**config.mk**
```make
export PLATFORM = sky130hd
export DESIGN_NAME = disk_sector_format_sequencer
export DESIGN_NICKNAME = d
export VERILOG_FILES = /design/src/hdl/disk_sector_format_sequencer.v
export VERILOG_INCLUDE_DIRS = /design/src /design/src/hdl
export SDC_FILE = /design/constraint.sdc
export NUM_CORES = 1
export LEC_CHECK = 0
export ABC_AREA = 1
export BUFFER_PORTS_ARGS = -buffer_cell sky130_fd_sc_hd__buf_2
export CORE_MARGIN = 3
export CORE_UTILIZATION = 40
export CTS_CLUSTER_DIAMETER = 30
export DETAILED_ROUTE_END_ITERATION = 16
export MAX_ROUTING_LAYER = met4
export PLACE_DENSITY = 0.57
export SETUP_SLACK_MARGIN = 0.02
export SKIP_CTS_REPAIR_TIMING = 1
export SYNTH_ARGS = -nofsm -noshare
export SYNTH_HDL_FRONTEND = slang
export SYNTH_SLANG_ARGS = --single-unit
```
**constraint.sdc**
```tcl
create_clock -name clk -period 20.6 [get_ports clk]
set_input_delay 4.12 -clock clk [delete_from_list [all_inputs] [get_ports clk]]
set_output_delay 4.12 -clock clk [all_outputs]
set_load 0.03 [all_outputs]
```
**src/hdl/disk_fmt_consts.vh**
```
/*
 * Constants for the disk sector format sequencer: register offsets,
 * field positions, reset values, byte patterns and field lengths.
 * Assumes it is included by the sequencer module and the bench; definitions only.
 */
`ifndef DISK_FMT_CONSTS_VH
`define DISK_FMT_CONSTS_VH

// ==========================================================
// Register byte offsets
`define REG_CTRL      8'h00
`define REG_STAT      8'h04
`define REG_MASK      8'h08
`define REG_FILL      8'h0c
`define REG_ID        8'h10
`define REG_SYNC      8'h14
`define REG_STACK     8'h20
`define REG_STACK_END 8'h3c

// ==========================================================
// Control bits
`define CTL_FMT  0
`define CTL_RDID 1
`define CTL_ENC  2
`define CTL_LAST 3
`define CTL_STK  4
`define CTL_CMP  5

// ==========================================================
// Status bits and mask bits
`define ST_AM    7
`define ST_XFER  6
`define ST_STOP  4
`define ST_ERR   2
`define ST_LESS  1
`define ST_EQ    0
`define MSK_ERR  3

// ==========================================================
// Reset values
`define FILL_RST 8'h6c
`define SYNC_RST 8'ha1
`define MASK_RST 8'h00

// ==========================================================
// Byte patterns
`define PAT_GAP    8'haa
`define PAT_ZERO   8'h00
`define PAT_MARK   8'h5e
`define PAT_IDSYNC 8'ha1
`define PAT_DSYNC  8'ha0
`define PAT_DID    8'hf8

// ==========================================================
// Field lengths in bytes
`define LEN_ONE    9'h001
`define LEN_LEADING_GAP   9'h00b
`define LEN_PRE    9'h010
`define LEN_HDR    9'h004
`define LEN_CRC    9'h004
`define LEN_IDPOST 9'h006
`define LEN_DATA   9'h100
`define LEN_DPOST  9'h002
`define LEN_RDPOST 9'h002

// ==========================================================
// Check polynomial
`define CRC_POLY 32'h04c11db7
`define CRC_INIT 32'hffffffff

`endif

```
**src/hdl/disk_sector_format_sequencer.v**
```verilog
/*
 * Disk sector format sequencer: lays out a formatted track (gaps,
 * preambles, marks, sync, ID, check bytes, fill data) and reads back
 * sector IDs with sync hunt, compare, stack and stop on error.
 * Assumes one clock per serial bit, APB register access, and drive
 * pins synchronous to clk.
 */
// Local design decisions: the APB interface to the registers and the address map.
`timescale 1ns/1ns
`include "disk_fmt_consts.vh"

module disk_sector_format_sequencer (
	input  wire        clk,
	input  wire        reset_n,
	input  wire [7:0]  paddr,
	input  wire        psel,
	input  wire        penable,
	input  wire        pwrite,
	input  wire [31:0] pwdata,
	output reg  [31:0] prdata,
	output wire        pready,
	output wire        pslverr,
	output wire        irq,
	input  wire        index_pulse,
	input  wire        rd_data,
	input  wire        write_mark_or_mark_detect_n_i,
	output reg         write_mark_or_mark_detect_n_o,
	output reg         write_mark_or_mark_detect_n_oe_n,
	output reg         write_gate,
	output reg         read_gate,
	output reg         wr_data
);

	// ==========================================================
	// States
	localparam [4:0] S_IDLE    = 5'h00;
	localparam [4:0] S_IDX     = 5'h01;
	localparam [4:0] S_LEADING_GAP    = 5'h02;
	localparam [4:0] S_OFF1    = 5'h03;
	localparam [4:0] S_IDPRE   = 5'h04;
	localparam [4:0] S_IDAM    = 5'h05;
	localparam [4:0] S_IDSYN   = 5'h06;
	localparam [4:0] S_HDR     = 5'h07;
	localparam [4:0] S_IDCRC   = 5'h08;
	localparam [4:0] S_IDPOST  = 5'h09;
	localparam [4:0] S_OFF2    = 5'h0a;
	localparam [4:0] S_DPRE    = 5'h0b;
	localparam [4:0] S_DAM     = 5'h0c;
	localparam [4:0] S_DSYN    = 5'h0d;
	localparam [4:0] S_DID     = 5'h0e;
	localparam [4:0] S_DATA    = 5'h0f;
	localparam [4:0] S_DCRC    = 5'h10;
	localparam [4:0] S_DPOST   = 5'h11;
	localparam [4:0] S_TRAILING_GAP    = 5'h12;
	localparam [4:0] S_HUNT    = 5'h13;
	localparam [4:0] S_RHDR    = 5'h14;
	localparam [4:0] S_RCRC    = 5'h15;
	localparam [4:0] S_RPOST   = 5'h16;

	// ==========================================================
	// Declarations
	reg         rst_s1_r, rst_n_r, lock_r, dif_r, less_r, crcerr_r;
	reg         idx_d_r, hit;
	reg  [4:0]  state_r;
	reg  [2:0]  ring_r, ptr_r;
	reg  [8:0]  cnt_r, len;
	reg  [5:2]  ctrl_r;
	reg  [7:0]  rxsh_r, stat_r, mask_r, fill_r, sync_r;
	reg  [7:0]  tx_byte, id_byte, crc_byte;
	reg  [31:0] crc_r, id_r, rd_mux;
	wire [63:0] stk_flat;
	wire [7:0]  rx_now, st_set;
	wire        idx_edge, byte_end, last_byte, amd, push, coder_mark;
	wire        rd_done, rd_fail, wr_en, wr_stat, start_fmt, start_rd;
	wire        in_wg;

	// ==========================================================
	// Reset release
	always @(posedge clk or negedge reset_n) begin
		if (!reset_n) begin
			rst_s1_r <= 1'b0;
			rst_n_r  <= 1'b0;
		end else begin
			rst_s1_r <= 1'b1;
			rst_n_r  <= rst_s1_r;
		end
	end

	// ==========================================================
	// Check byte update, MSB first
	function [31:0] crc_upd;
		input [31:0] c;
		input [7:0]  d;
		integer      i;
		reg   [31:0] x;
		begin
			x = c;
			for (i = 0; i < 8; i = i + 1)
				x = {x[30:0], 1'b0}
					^ ((x[31] ^ d[7 - i]) ? `CRC_POLY : 32'h00000000);
			crc_upd = x;
		end
	endfunction

	// ==========================================================
	// Byte framing
	assign idx_edge  = index_pulse & ~idx_d_r;
	assign byte_end  = (ring_r == 3'h7);
	assign last_byte = (cnt_r == len - `LEN_ONE);
	assign rx_now    = {rxsh_r[6:0], rd_data};

	// Internal coder sees the mark on the raw stream
	assign coder_mark = ctrl_r[`CTL_ENC] & ~lock_r & (state_r == S_HUNT)
		& (rx_now == `PAT_MARK);
	assign amd = ctrl_r[`CTL_ENC] ? lock_r
		: ~write_mark_or_mark_detect_n_i;

	assign push    = (state_r == S_RHDR) & byte_end & ctrl_r[`CTL_STK];
	assign rd_done = (state_r == S_RCRC) & byte_end & last_byte;
	// ID mismatch only counts when compare is enabled
	assign rd_fail = rd_done & (crcerr_r | (rx_now != crc_byte)
		| (dif_r & ctrl_r[`CTL_CMP]));

	always @* begin
		case (state_r)
			S_LEADING_GAP:                   len = `LEN_LEADING_GAP;
			S_IDPRE, S_DPRE:          len = `LEN_PRE;
			S_HDR, S_RHDR:            len = `LEN_HDR;
			S_IDCRC, S_DCRC, S_RCRC:  len = `LEN_CRC;
			S_IDPOST:                 len = `LEN_IDPOST;
			S_DATA:                   len = `LEN_DATA;
			S_DPOST:                  len = `LEN_DPOST;
			S_RPOST:                  len = `LEN_RDPOST;
			default:                  len = `LEN_ONE;
		endcase
	end

	// Byte 0 is the most significant byte of each word
	always @* begin
		id_byte  = id_r[{~cnt_r[1:0], 3'h0} +: 8];
		crc_byte = crc_r[{~cnt_r[1:0], 3'h0} +: 8];
	end

	always @* begin
		case (state_r)
			S_LEADING_GAP, S_TRAILING_GAP:   tx_byte = `PAT_GAP;
			S_IDAM, S_DAM:    tx_byte = `PAT_MARK;
			S_IDSYN:          tx_byte = `PAT_IDSYNC;
			S_HDR:            tx_byte = id_byte;
			S_IDCRC, S_DCRC:  tx_byte = crc_byte;
			S_DSYN:           tx_byte = `PAT_DSYNC;
			S_DID:            tx_byte = `PAT_DID;
			S_DATA:           tx_byte = fill_r;
			default:          tx_byte = `PAT_ZERO;
		endcase
	end

	// Gate is off while idle, waiting, reading IDs, or in the one-byte breaks
	assign in_wg = (state_r >= S_LEADING_GAP) & (state_r <= S_TRAILING_GAP)
		& (state_r != S_OFF1) & (state_r != S_OFF2);

	// ==========================================================
	// Sequencer
	always @(posedge clk or negedge rst_n_r) begin
		if (!rst_n_r) begin
			state_r  <= S_IDLE;
			ring_r   <= 3'h0;
			cnt_r    <= 9'h000;
			crc_r    <= `CRC_INIT;
			rxsh_r   <= 8'h00;
			lock_r   <= 1'b0;
			dif_r    <= 1'b0;
			less_r   <= 1'b0;
			crcerr_r <= 1'b0;
			ptr_r    <= 3'h0;
			idx_d_r  <= 1'b0;
		end else begin
			idx_d_r <= index_pulse;
			// Mark byte found by the internal coder never reaches the deserializer
			rxsh_r <= coder_mark ? 8'h00 : rx_now;
			lock_r <= coder_mark | (lock_r & (state_r != S_IDLE));
			case (state_r)
				S_IDLE: begin
					ring_r <= 3'h0;
					cnt_r  <= 9'h000;
					if (start_fmt)
						state_r <= S_IDX;
					else if (start_rd)
						state_r <= S_HUNT;
				end
				S_IDX: begin
					// Hold here until the rising edge of the index pulse
					ring_r <= 3'h0;
					if (idx_edge)
						state_r <= S_LEADING_GAP;
				end
				S_TRAILING_GAP: begin
					ring_r <= ring_r + 3'h1;
					if (idx_edge)
						state_r <= S_IDLE;
				end
				S_HUNT: begin
					// Ring held stopped while hunting
					ring_r <= 3'h0;
					if (amd & (rx_now == sync_r)) begin
						state_r  <= S_RHDR;
						cnt_r    <= 9'h000;
						crc_r    <= `CRC_INIT;
						dif_r    <= 1'b0;
						less_r   <= 1'b0;
						crcerr_r <= 1'b0;
						ptr_r    <= 3'h0;
					end
				end
				default: begin
					ring_r <= ring_r + 3'h1;
					if (byte_end) begin
						case (state_r)
							S_IDAM, S_DID:
								crc_r <= `CRC_INIT;
							S_HDR, S_DATA:
								crc_r <= crc_upd(crc_r, tx_byte);
							S_RHDR: begin
								crc_r <= crc_upd(crc_r, rx_now);
								if (push)
									ptr_r <= ptr_r + 3'h1;
								// First differing byte decides order
								if (~dif_r & (rx_now != id_byte)) begin
									dif_r  <= 1'b1;
									less_r <= rx_now < id_byte;
								end
							end
							S_RCRC:
								if (rx_now != crc_byte)
									crcerr_r <= 1'b1;
							default: ;
						endcase
						if (last_byte) begin
							cnt_r <= 9'h000;
							case (state_r)
								S_DPOST:
									state_r <= ctrl_r[`CTL_LAST] ? S_TRAILING_GAP
										: S_LEADING_GAP;
								S_RCRC:
									state_r <= rd_fail ? S_IDLE
										: S_RPOST;
								S_RPOST:
									state_r <= S_IDLE;
								default:
									state_r <= state_r + 5'h01;
							endcase
						end else begin
							cnt_r <= cnt_r + 9'h001;
						end
					end
				end
			endcase
		end
	end

	// ==========================================================
	// Stack of captured ID bytes
	genvar g;
	generate
		for (g = 0; g < 8; g = g + 1) begin : gen_stk
			reg [7:0] ent_r;
			always @(posedge clk or negedge rst_n_r) begin
				if (!rst_n_r)
					ent_r <= 8'h00;
				else if (push & (ptr_r == g))
					ent_r <= rx_now;
			end
			assign stk_flat[8 * g +: 8] = ent_r;
		end
	endgenerate

	// ==========================================================
	// Drive pins; data and gate share one cycle of latency
	always @(posedge clk or negedge rst_n_r) begin
		if (!rst_n_r) begin
			wr_data    <= 1'b0;
			write_gate <= 1'b0;
			read_gate  <= 1'b0;
			write_mark_or_mark_detect_n_o    <= 1'b1;
			write_mark_or_mark_detect_n_oe_n <= 1'b1;
		end else begin
			wr_data    <= tx_byte[3'h7 - ring_r];
			write_gate <= in_wg;
			// Gate covers hunt, ID, check bytes and, unless the read fails, two postamble bytes
			read_gate  <= (state_r >= S_HUNT);
			write_mark_or_mark_detect_n_o <= ~((state_r == S_IDAM)
				| (state_r == S_DAM));
			write_mark_or_mark_detect_n_oe_n <= ~in_wg;
		end
	end

	// ==========================================================
	// Status events; set wins over a same-cycle clear
	assign st_set[`ST_AM]   = (state_r == S_IDAM) & byte_end;
	assign st_set[`ST_XFER] = (state_r == S_DID) & byte_end;
	assign st_set[5]        = 1'b0;
	assign st_set[`ST_STOP] = ((state_r == S_TRAILING_GAP) & idx_edge)
		| rd_fail;
	assign st_set[3]        = 1'b0;
	assign st_set[`ST_ERR]  = rd_fail;
	// Compare results posted only after check bytes
	assign st_set[`ST_LESS] = rd_done & less_r;
	assign st_set[`ST_EQ]   = rd_done & ~rd_fail & ctrl_r[`CTL_CMP];

	assign irq = (stat_r[`ST_AM] & mask_r[`ST_AM])
		| (stat_r[`ST_XFER] & mask_r[`ST_XFER])
		| (stat_r[`ST_STOP] & mask_r[`ST_STOP])
		| (stat_r[`ST_ERR] & mask_r[`MSK_ERR])
		| (stat_r[`ST_EQ] & mask_r[`ST_EQ]);

	// ==========================================================
	// APB slave, zero wait states
	assign pready    = 1'b1;
	assign wr_en     = psel & penable & pwrite & hit;
	assign wr_stat   = wr_en & (paddr == `REG_STAT);
	assign start_fmt = wr_en & (paddr == `REG_CTRL) & pwdata[`CTL_FMT];
	assign start_rd  = wr_en & (paddr == `REG_CTRL) & pwdata[`CTL_RDID];
	assign pslverr   = psel & penable & ~hit;

	always @* begin
		hit    = 1'b1;
		rd_mux = 32'h00000000;
		case (paddr)
			`REG_CTRL: rd_mux = {26'h0, ctrl_r, 1'b0, state_r != S_IDLE};
			`REG_STAT: rd_mux = {24'h0, stat_r};
			`REG_MASK: rd_mux = {24'h0, mask_r};
			`REG_FILL: rd_mux = {24'h0, fill_r};
			`REG_ID:   rd_mux = id_r;
			`REG_SYNC: rd_mux = {24'h0, sync_r};
			default:
				if ((paddr >= `REG_STACK) & (paddr <= `REG_STACK_END)
					& (paddr[1:0] == 2'h0))
					rd_mux = {24'h0, stk_flat[{paddr[4:2], 3'h0} +: 8]};
				else
					hit = 1'b0;
		endcase
	end

	always @(posedge clk or negedge rst_n_r) begin
		if (!rst_n_r) begin
			prdata <= 32'h00000000;
			ctrl_r <= 4'h0;
			stat_r <= 8'h00;
			mask_r <= `MASK_RST;
			fill_r <= `FILL_RST;
			id_r   <= 32'h00000000;
			sync_r <= `SYNC_RST;
		end else begin
			if (psel & ~penable)
				prdata <= rd_mux;
			// Unused compare bits are left to software
			if (wr_en)
				case (paddr)
					`REG_CTRL: ctrl_r <= pwdata[5:2];
					`REG_MASK: mask_r <= pwdata[7:0];
					`REG_FILL: fill_r <= pwdata[7:0];
					`REG_ID:   id_r   <= pwdata;
					`REG_SYNC: sync_r <= pwdata[7:0];
					default: ;
				endcase
			stat_r[7:0] <= (stat_r & ~({8{wr_stat}} & pwdata[7:0]))
				| st_set;
			// Mark status drops after the ID check bytes
			if (((state_r == S_IDCRC) & byte_end & last_byte) | rd_done)
				stat_r[`ST_AM] <= 1'b0;
		end
	end

endmodule

```
# ---- After elaboration in Yosys (flattened, before gate mapping)
# Memory sizes are Yosys's and may differ from the RTL's.
# Index checks and enable logic that the tools add are counted.
dict set report classes {
  addsub 6
  multipliers 0
  div_mod_pow 0
  n_lt_le_gt_ge 7
  n_eq_ne 41
  shifts 3
  n_mux 64
  bitwise_logic 106
  n_reduce_logical 35
}
# operator n
set ops {}
lappend ops {{$xor 32x27->32} 16}
lappend ops {{$mux 27} 16}
lappend ops {{$pmux 32 s6} 1}
lappend ops {{$pmux 32 s3} 1}
lappend ops {{$mux 32} 2}
lappend ops {{$pmux 32 s2} 1}
lappend ops {{$pmux 8 s8} 1}
lappend ops {{$shiftx 32x6->8} 2}
lappend ops {{$shiftx 64x7->8} 1}
lappend ops {{$and 1x1->1} 48}
lappend ops {{$mux 5} 9}
lappend ops {{$eq 5x5->1 const B} 7}
lappend ops {{$mux 9} 3}
lappend ops {{$pmux 9 s3} 1}
lappend ops {{$eq 5x4->1 const B} 5}
lappend ops {{$pmux 5 s4} 1}
lappend ops {{$and 8x8->8} 2}
lappend ops {{$eq 8x4->1 const B} 2}
lappend ops {{$eq 8x5->1 const B} 2}
lappend ops {{$ne 8x8->1} 2}
lappend ops {{$xor 1x1->1} 16}
lappend ops {{$eq 3x3->1 const B} 5}
lappend ops {{$eq 5x3->1 const B} 3}
lappend ops {{$mux 1} 15}
lappend ops {{53 further kinds} 100}
dict set report totals {
  ff_bits 235
  latchBits 0
  mem_bits_rw 0
  romBits 192
  inputBits 48
  out_inout_bits 40
  wordCells 296
  memories 1
}
# memory depth word_bits rd rd_ports_with_merged_regs write_ports line
set memory_table {}
lappend memory_table {{(no name shown)} 32 6 1 0 0 disk_sector_format_sequencer.v:125} ;# case (state_r)

# ---- Logic depth before layout (Yosys ltp)
dict set report logic_depth {
  word_depth 30
  mapped_depth 26
}

# ---- Least setup slack after synthesis
# OpenSTA, ideal clock, no wires.
dict set report synth_path {
  path_kind {input to output}
  start {input port paddr[4]}
  end {output port pslverr}
  arrival_ns 4.986
  required_time_ns 16.480
  slack_ns 11.494
  path_stages 6
  path_cell_list {buf_4 -> inv_2 -> nor2_1 -> nand3_1 -> nand3_1 -> nor2_1}
}
dict set report synth_between {
  elab_chain_cells 7
  elab_cells_between_ends 15
}
# item line
set synth_lines {}
lappend synth_lines {{start, declared} disk_sector_format_sequencer.v:15} ;# input wire [7:0] paddr,
lappend synth_lines {{$ge 8x6->1 (no source line) or $le 8x6->1 (tied branches)} --}
lappend synth_lines {{$and 1x1->1 (2 in series)} disk_sector_format_sequencer.v:336} ;# if ((paddr >= `REG_STACK) & (paddr <= `REG_STACK_END)
lappend synth_lines {{$mux 1} disk_sector_format_sequencer.v:336}
lappend synth_lines {{$mux 1 (*)} disk_sector_format_sequencer.v:328} ;# case (paddr)
lappend synth_lines {{$not 1->1 (*)} disk_sector_format_sequencer.v:323} ;# assign pslverr = psel & penable & ~hit;
lappend synth_lines {{$and 1x1->1 (*)} disk_sector_format_sequencer.v:323}
lappend synth_lines {{end, declared} disk_sector_format_sequencer.v:22} ;# output wire pslverr,
# Mark *: on every way between the ends. The rest lies on a longest branch, timed or not.

# ---- Worst setup path in the final report
# Same ends and word-level chain as after synthesis.

==> metrics.txt <==
first-pass GRT wire length 77300 um; share of the synthesized area in the top cell type 33.4%; residual DRC count 0; Synth area leader dfrtp_1; Crit. Startpoint paddr[4]; Avg Synthesized Cell Area 7.61 sq um; P_sw 0.372 mW; Setup WS pre-CTS 11.18 ns; CP Launch Type input port; largest net degree at the start of global routing 149; register area share after synthesis 40.8%; antenna violations before repair 0; Antenna diodes 0; Largest delay share family, worst path simple AND/OR/NAND/NOR gates; number of port buffers 86; ys async rst share 100%; post-placement cell count 2400; WHS 0.252 ns; total gr overflow 0; Rows 69; drt pass-1 iters 6; clk sinks 235; most common cell after layout, fill and taps aside nand2_1; final hold viol count 0; fin crit period 9.49 ns; CTS Buffer Depth 3; commonest cells after routing, fill and taps aside nand2_1 (563), o21ai_0 (198), dfrtp_1 (193), inv_1 (164), nand3_1 (156); Clk network pwr share 66.1%; Finished Cell Area 17600 sq um; die outline area 38700 sq um; Layout Utilization 49.2%; Worst Max-Slew Pin Slew 0.973 ns; Int Pwr 1.20 mW; die width 197 um; Final Setup Violations 0; Max-slew headroom 34.7%; RSZ-0062 raised after global routing false; Gate power share 4.0%; synthesized flop and latch total 235; area occupied by multi-input gates 7510 sq um; Critical-path top delay cell nor2_1; Worst setup EP type output port; Sw Share 23.7%; # Max-Cap Violations 0; Post-synth EDFFs 0; Crit Path Max Fanout 10; routed vias 13600; Ys Warns 0; ANT nets after route 0; fin cells 2525; Max H-tree Level 3; I/O pin cnt 88; Reg clk slew, reported paths 0.04 ns; Worst EP required 16.48 ns; Slew Viols, Final 0; vias in the first global route 13300; gate count of the mapped netlist 1911; Lkg Pwr 8.66 nW; initial core utilization 40.8%; VDD IR max 0.0000557 V; Hold Crit Class flip-flop to async pin; post-route clock period utilization 46.0%; total power 1.57 mW; clk_lat worst skew 0.59 ns; die height 197 um; FMAX 105 MHz; TritonCTS clock tree done; synth-to-layout area growth 20.7%; status finished, final reports clean; WP buf/inv 3; fillcell total 3494; cells along the critical path buf_2 -> inv_2 -> nor2_1 -> nand3_1 -> nand3_1 -> nor2_1 -> buf_2; mapped cell area 14500 sq um; Layout Skew 0.0269 ns; Post-synth top flop dfrtp_1; WL final 48800 um; critical path type input port to output port; DPL Wire Length 34300 um; crit-path max cell delay 0.29 ns; share of cells above drive strength 1 17.7%; DR WL/cell 19.3 um; GPL Wtd Cong 0.930; Area contributors post-synth dfrtp_1 (33%), nand2_1 (15%), dfstp_2 (7.4%); Root Driver clkbuf_16; CP arrival 5.37 ns; PwrDens 89.5 nW/um^2; post-synthesis cell type count 61; sequential share of power 29.9%; Core Area 35700 sq um; Setup WS post-layout 11.11 ns; Total Routing Usage GR 26.2%; CTS Buf Count 69; Vias/cell 5.40; total negative slack 0 ns; Initial DRC Count 1146; Placed Area 15200 sq um; FF/Latch Area 5940 sq um; reg2reg start state_r[3]$_DFFE_PN0P_; Final nets 2085
## layer usage
metal / part of all wire, % / global-route usage (%)
met1: 46 / 36.3
met2: 45 / 39.2
met3: 6.5 / 4.62
met4: 2.4 / 8.21
met5: 0 / -
## state kept, by name, indices dropped and copies added, names as in the netlist, 7 cells and up
name / cells
gen_stk.ent_r: 64
crc_r: 32
id_r: 32
prdata: 32
cnt_r: 9
fill_r: 8
mask_r: 8
stat_r: 8
sync_r: 8
rxsh_r: 7
## power groups by stage
stage          Combinational, mW  Sequential, mW  Clock (mW)
2_1_floorplan             0.0323           0.482           0
3_3_place_gp              0.0615           0.476           0
3_5_place_dp              0.0617           0.476           0
4_1_cts                   0.0622           0.470        1.05
5_1_grt                   0.0683           0.470        1.08
6_report                  0.0621           0.470        1.04
## Yosys cell counts, types with 12 or more instances
master	number
nand2_1	563
o21ai_0	198
dfrtp_1	194
inv_1	164
nand3_1	156
nor2_1	99
xor2_1	72
dfstp_2	41
o22ai_1	40
a21oi_1	39
clkbuf_1	38
nand2_2	30
ha_1	27
nand4_1	20
mux2_2	18
inv_2	17
nor2_2	15
a31oi_1	13
buf_6	12
## worst reg2reg max path, delay by kind of cell, from the launching register on
kind	cells	cell delay, ns
DFF	1	0.72
xor gates and xnor gates	1	0.14
adders and majority gates	2	0.45
AOI/OAI and AO/OA	2	0.43
and+or+nand+nor	14	1.75
buffers and inverters	3	0.30
## cells by family (layout without fill, tap and decap cells)
logic type,count (synthesis),count (layout),synth area share [%]
xor+xnor,91,91,6.07
mux,24,24,1.86
simple gates,928,928,27.6
compound gates,350,350,13.7
fa+ha+maj,27,27,2.32
buf+inv,255,407,7.57
flops,235,235,40.8
other cells,1,2,0.0258
## worst paths after layout
kind | endpoint | slack (ns) | depth (start not counted)
min in group clk | rst_n_r$_DFF_PN0_ | 0.35 | 0
max in group asynchronous | rst_n_r$_DFF_PN0_ | 17.16 | 1
max | pslverr | 11.11 | 7
min reg2reg | write_gate$_DFF_PN0_ | 0.25 | 0
min | write_gate$_DFF_PN0_ | 0.25 | 0
max reg2reg | state_r[2]$_DFFE_PN0P_ | 16.69 | 22
## final cells by class
class | instances | area share [%]
timing repair buffer | 97 | 2.99
multi-input combinational | 1422 | 42.8
inverter | 185 | 3.99
tap | 461 | 3.29
clock buffer | 96 | 11.2
sequential | 235 | 33.8
clock inverter | 29 | 1.90
(Power assumes the default switching activity.)
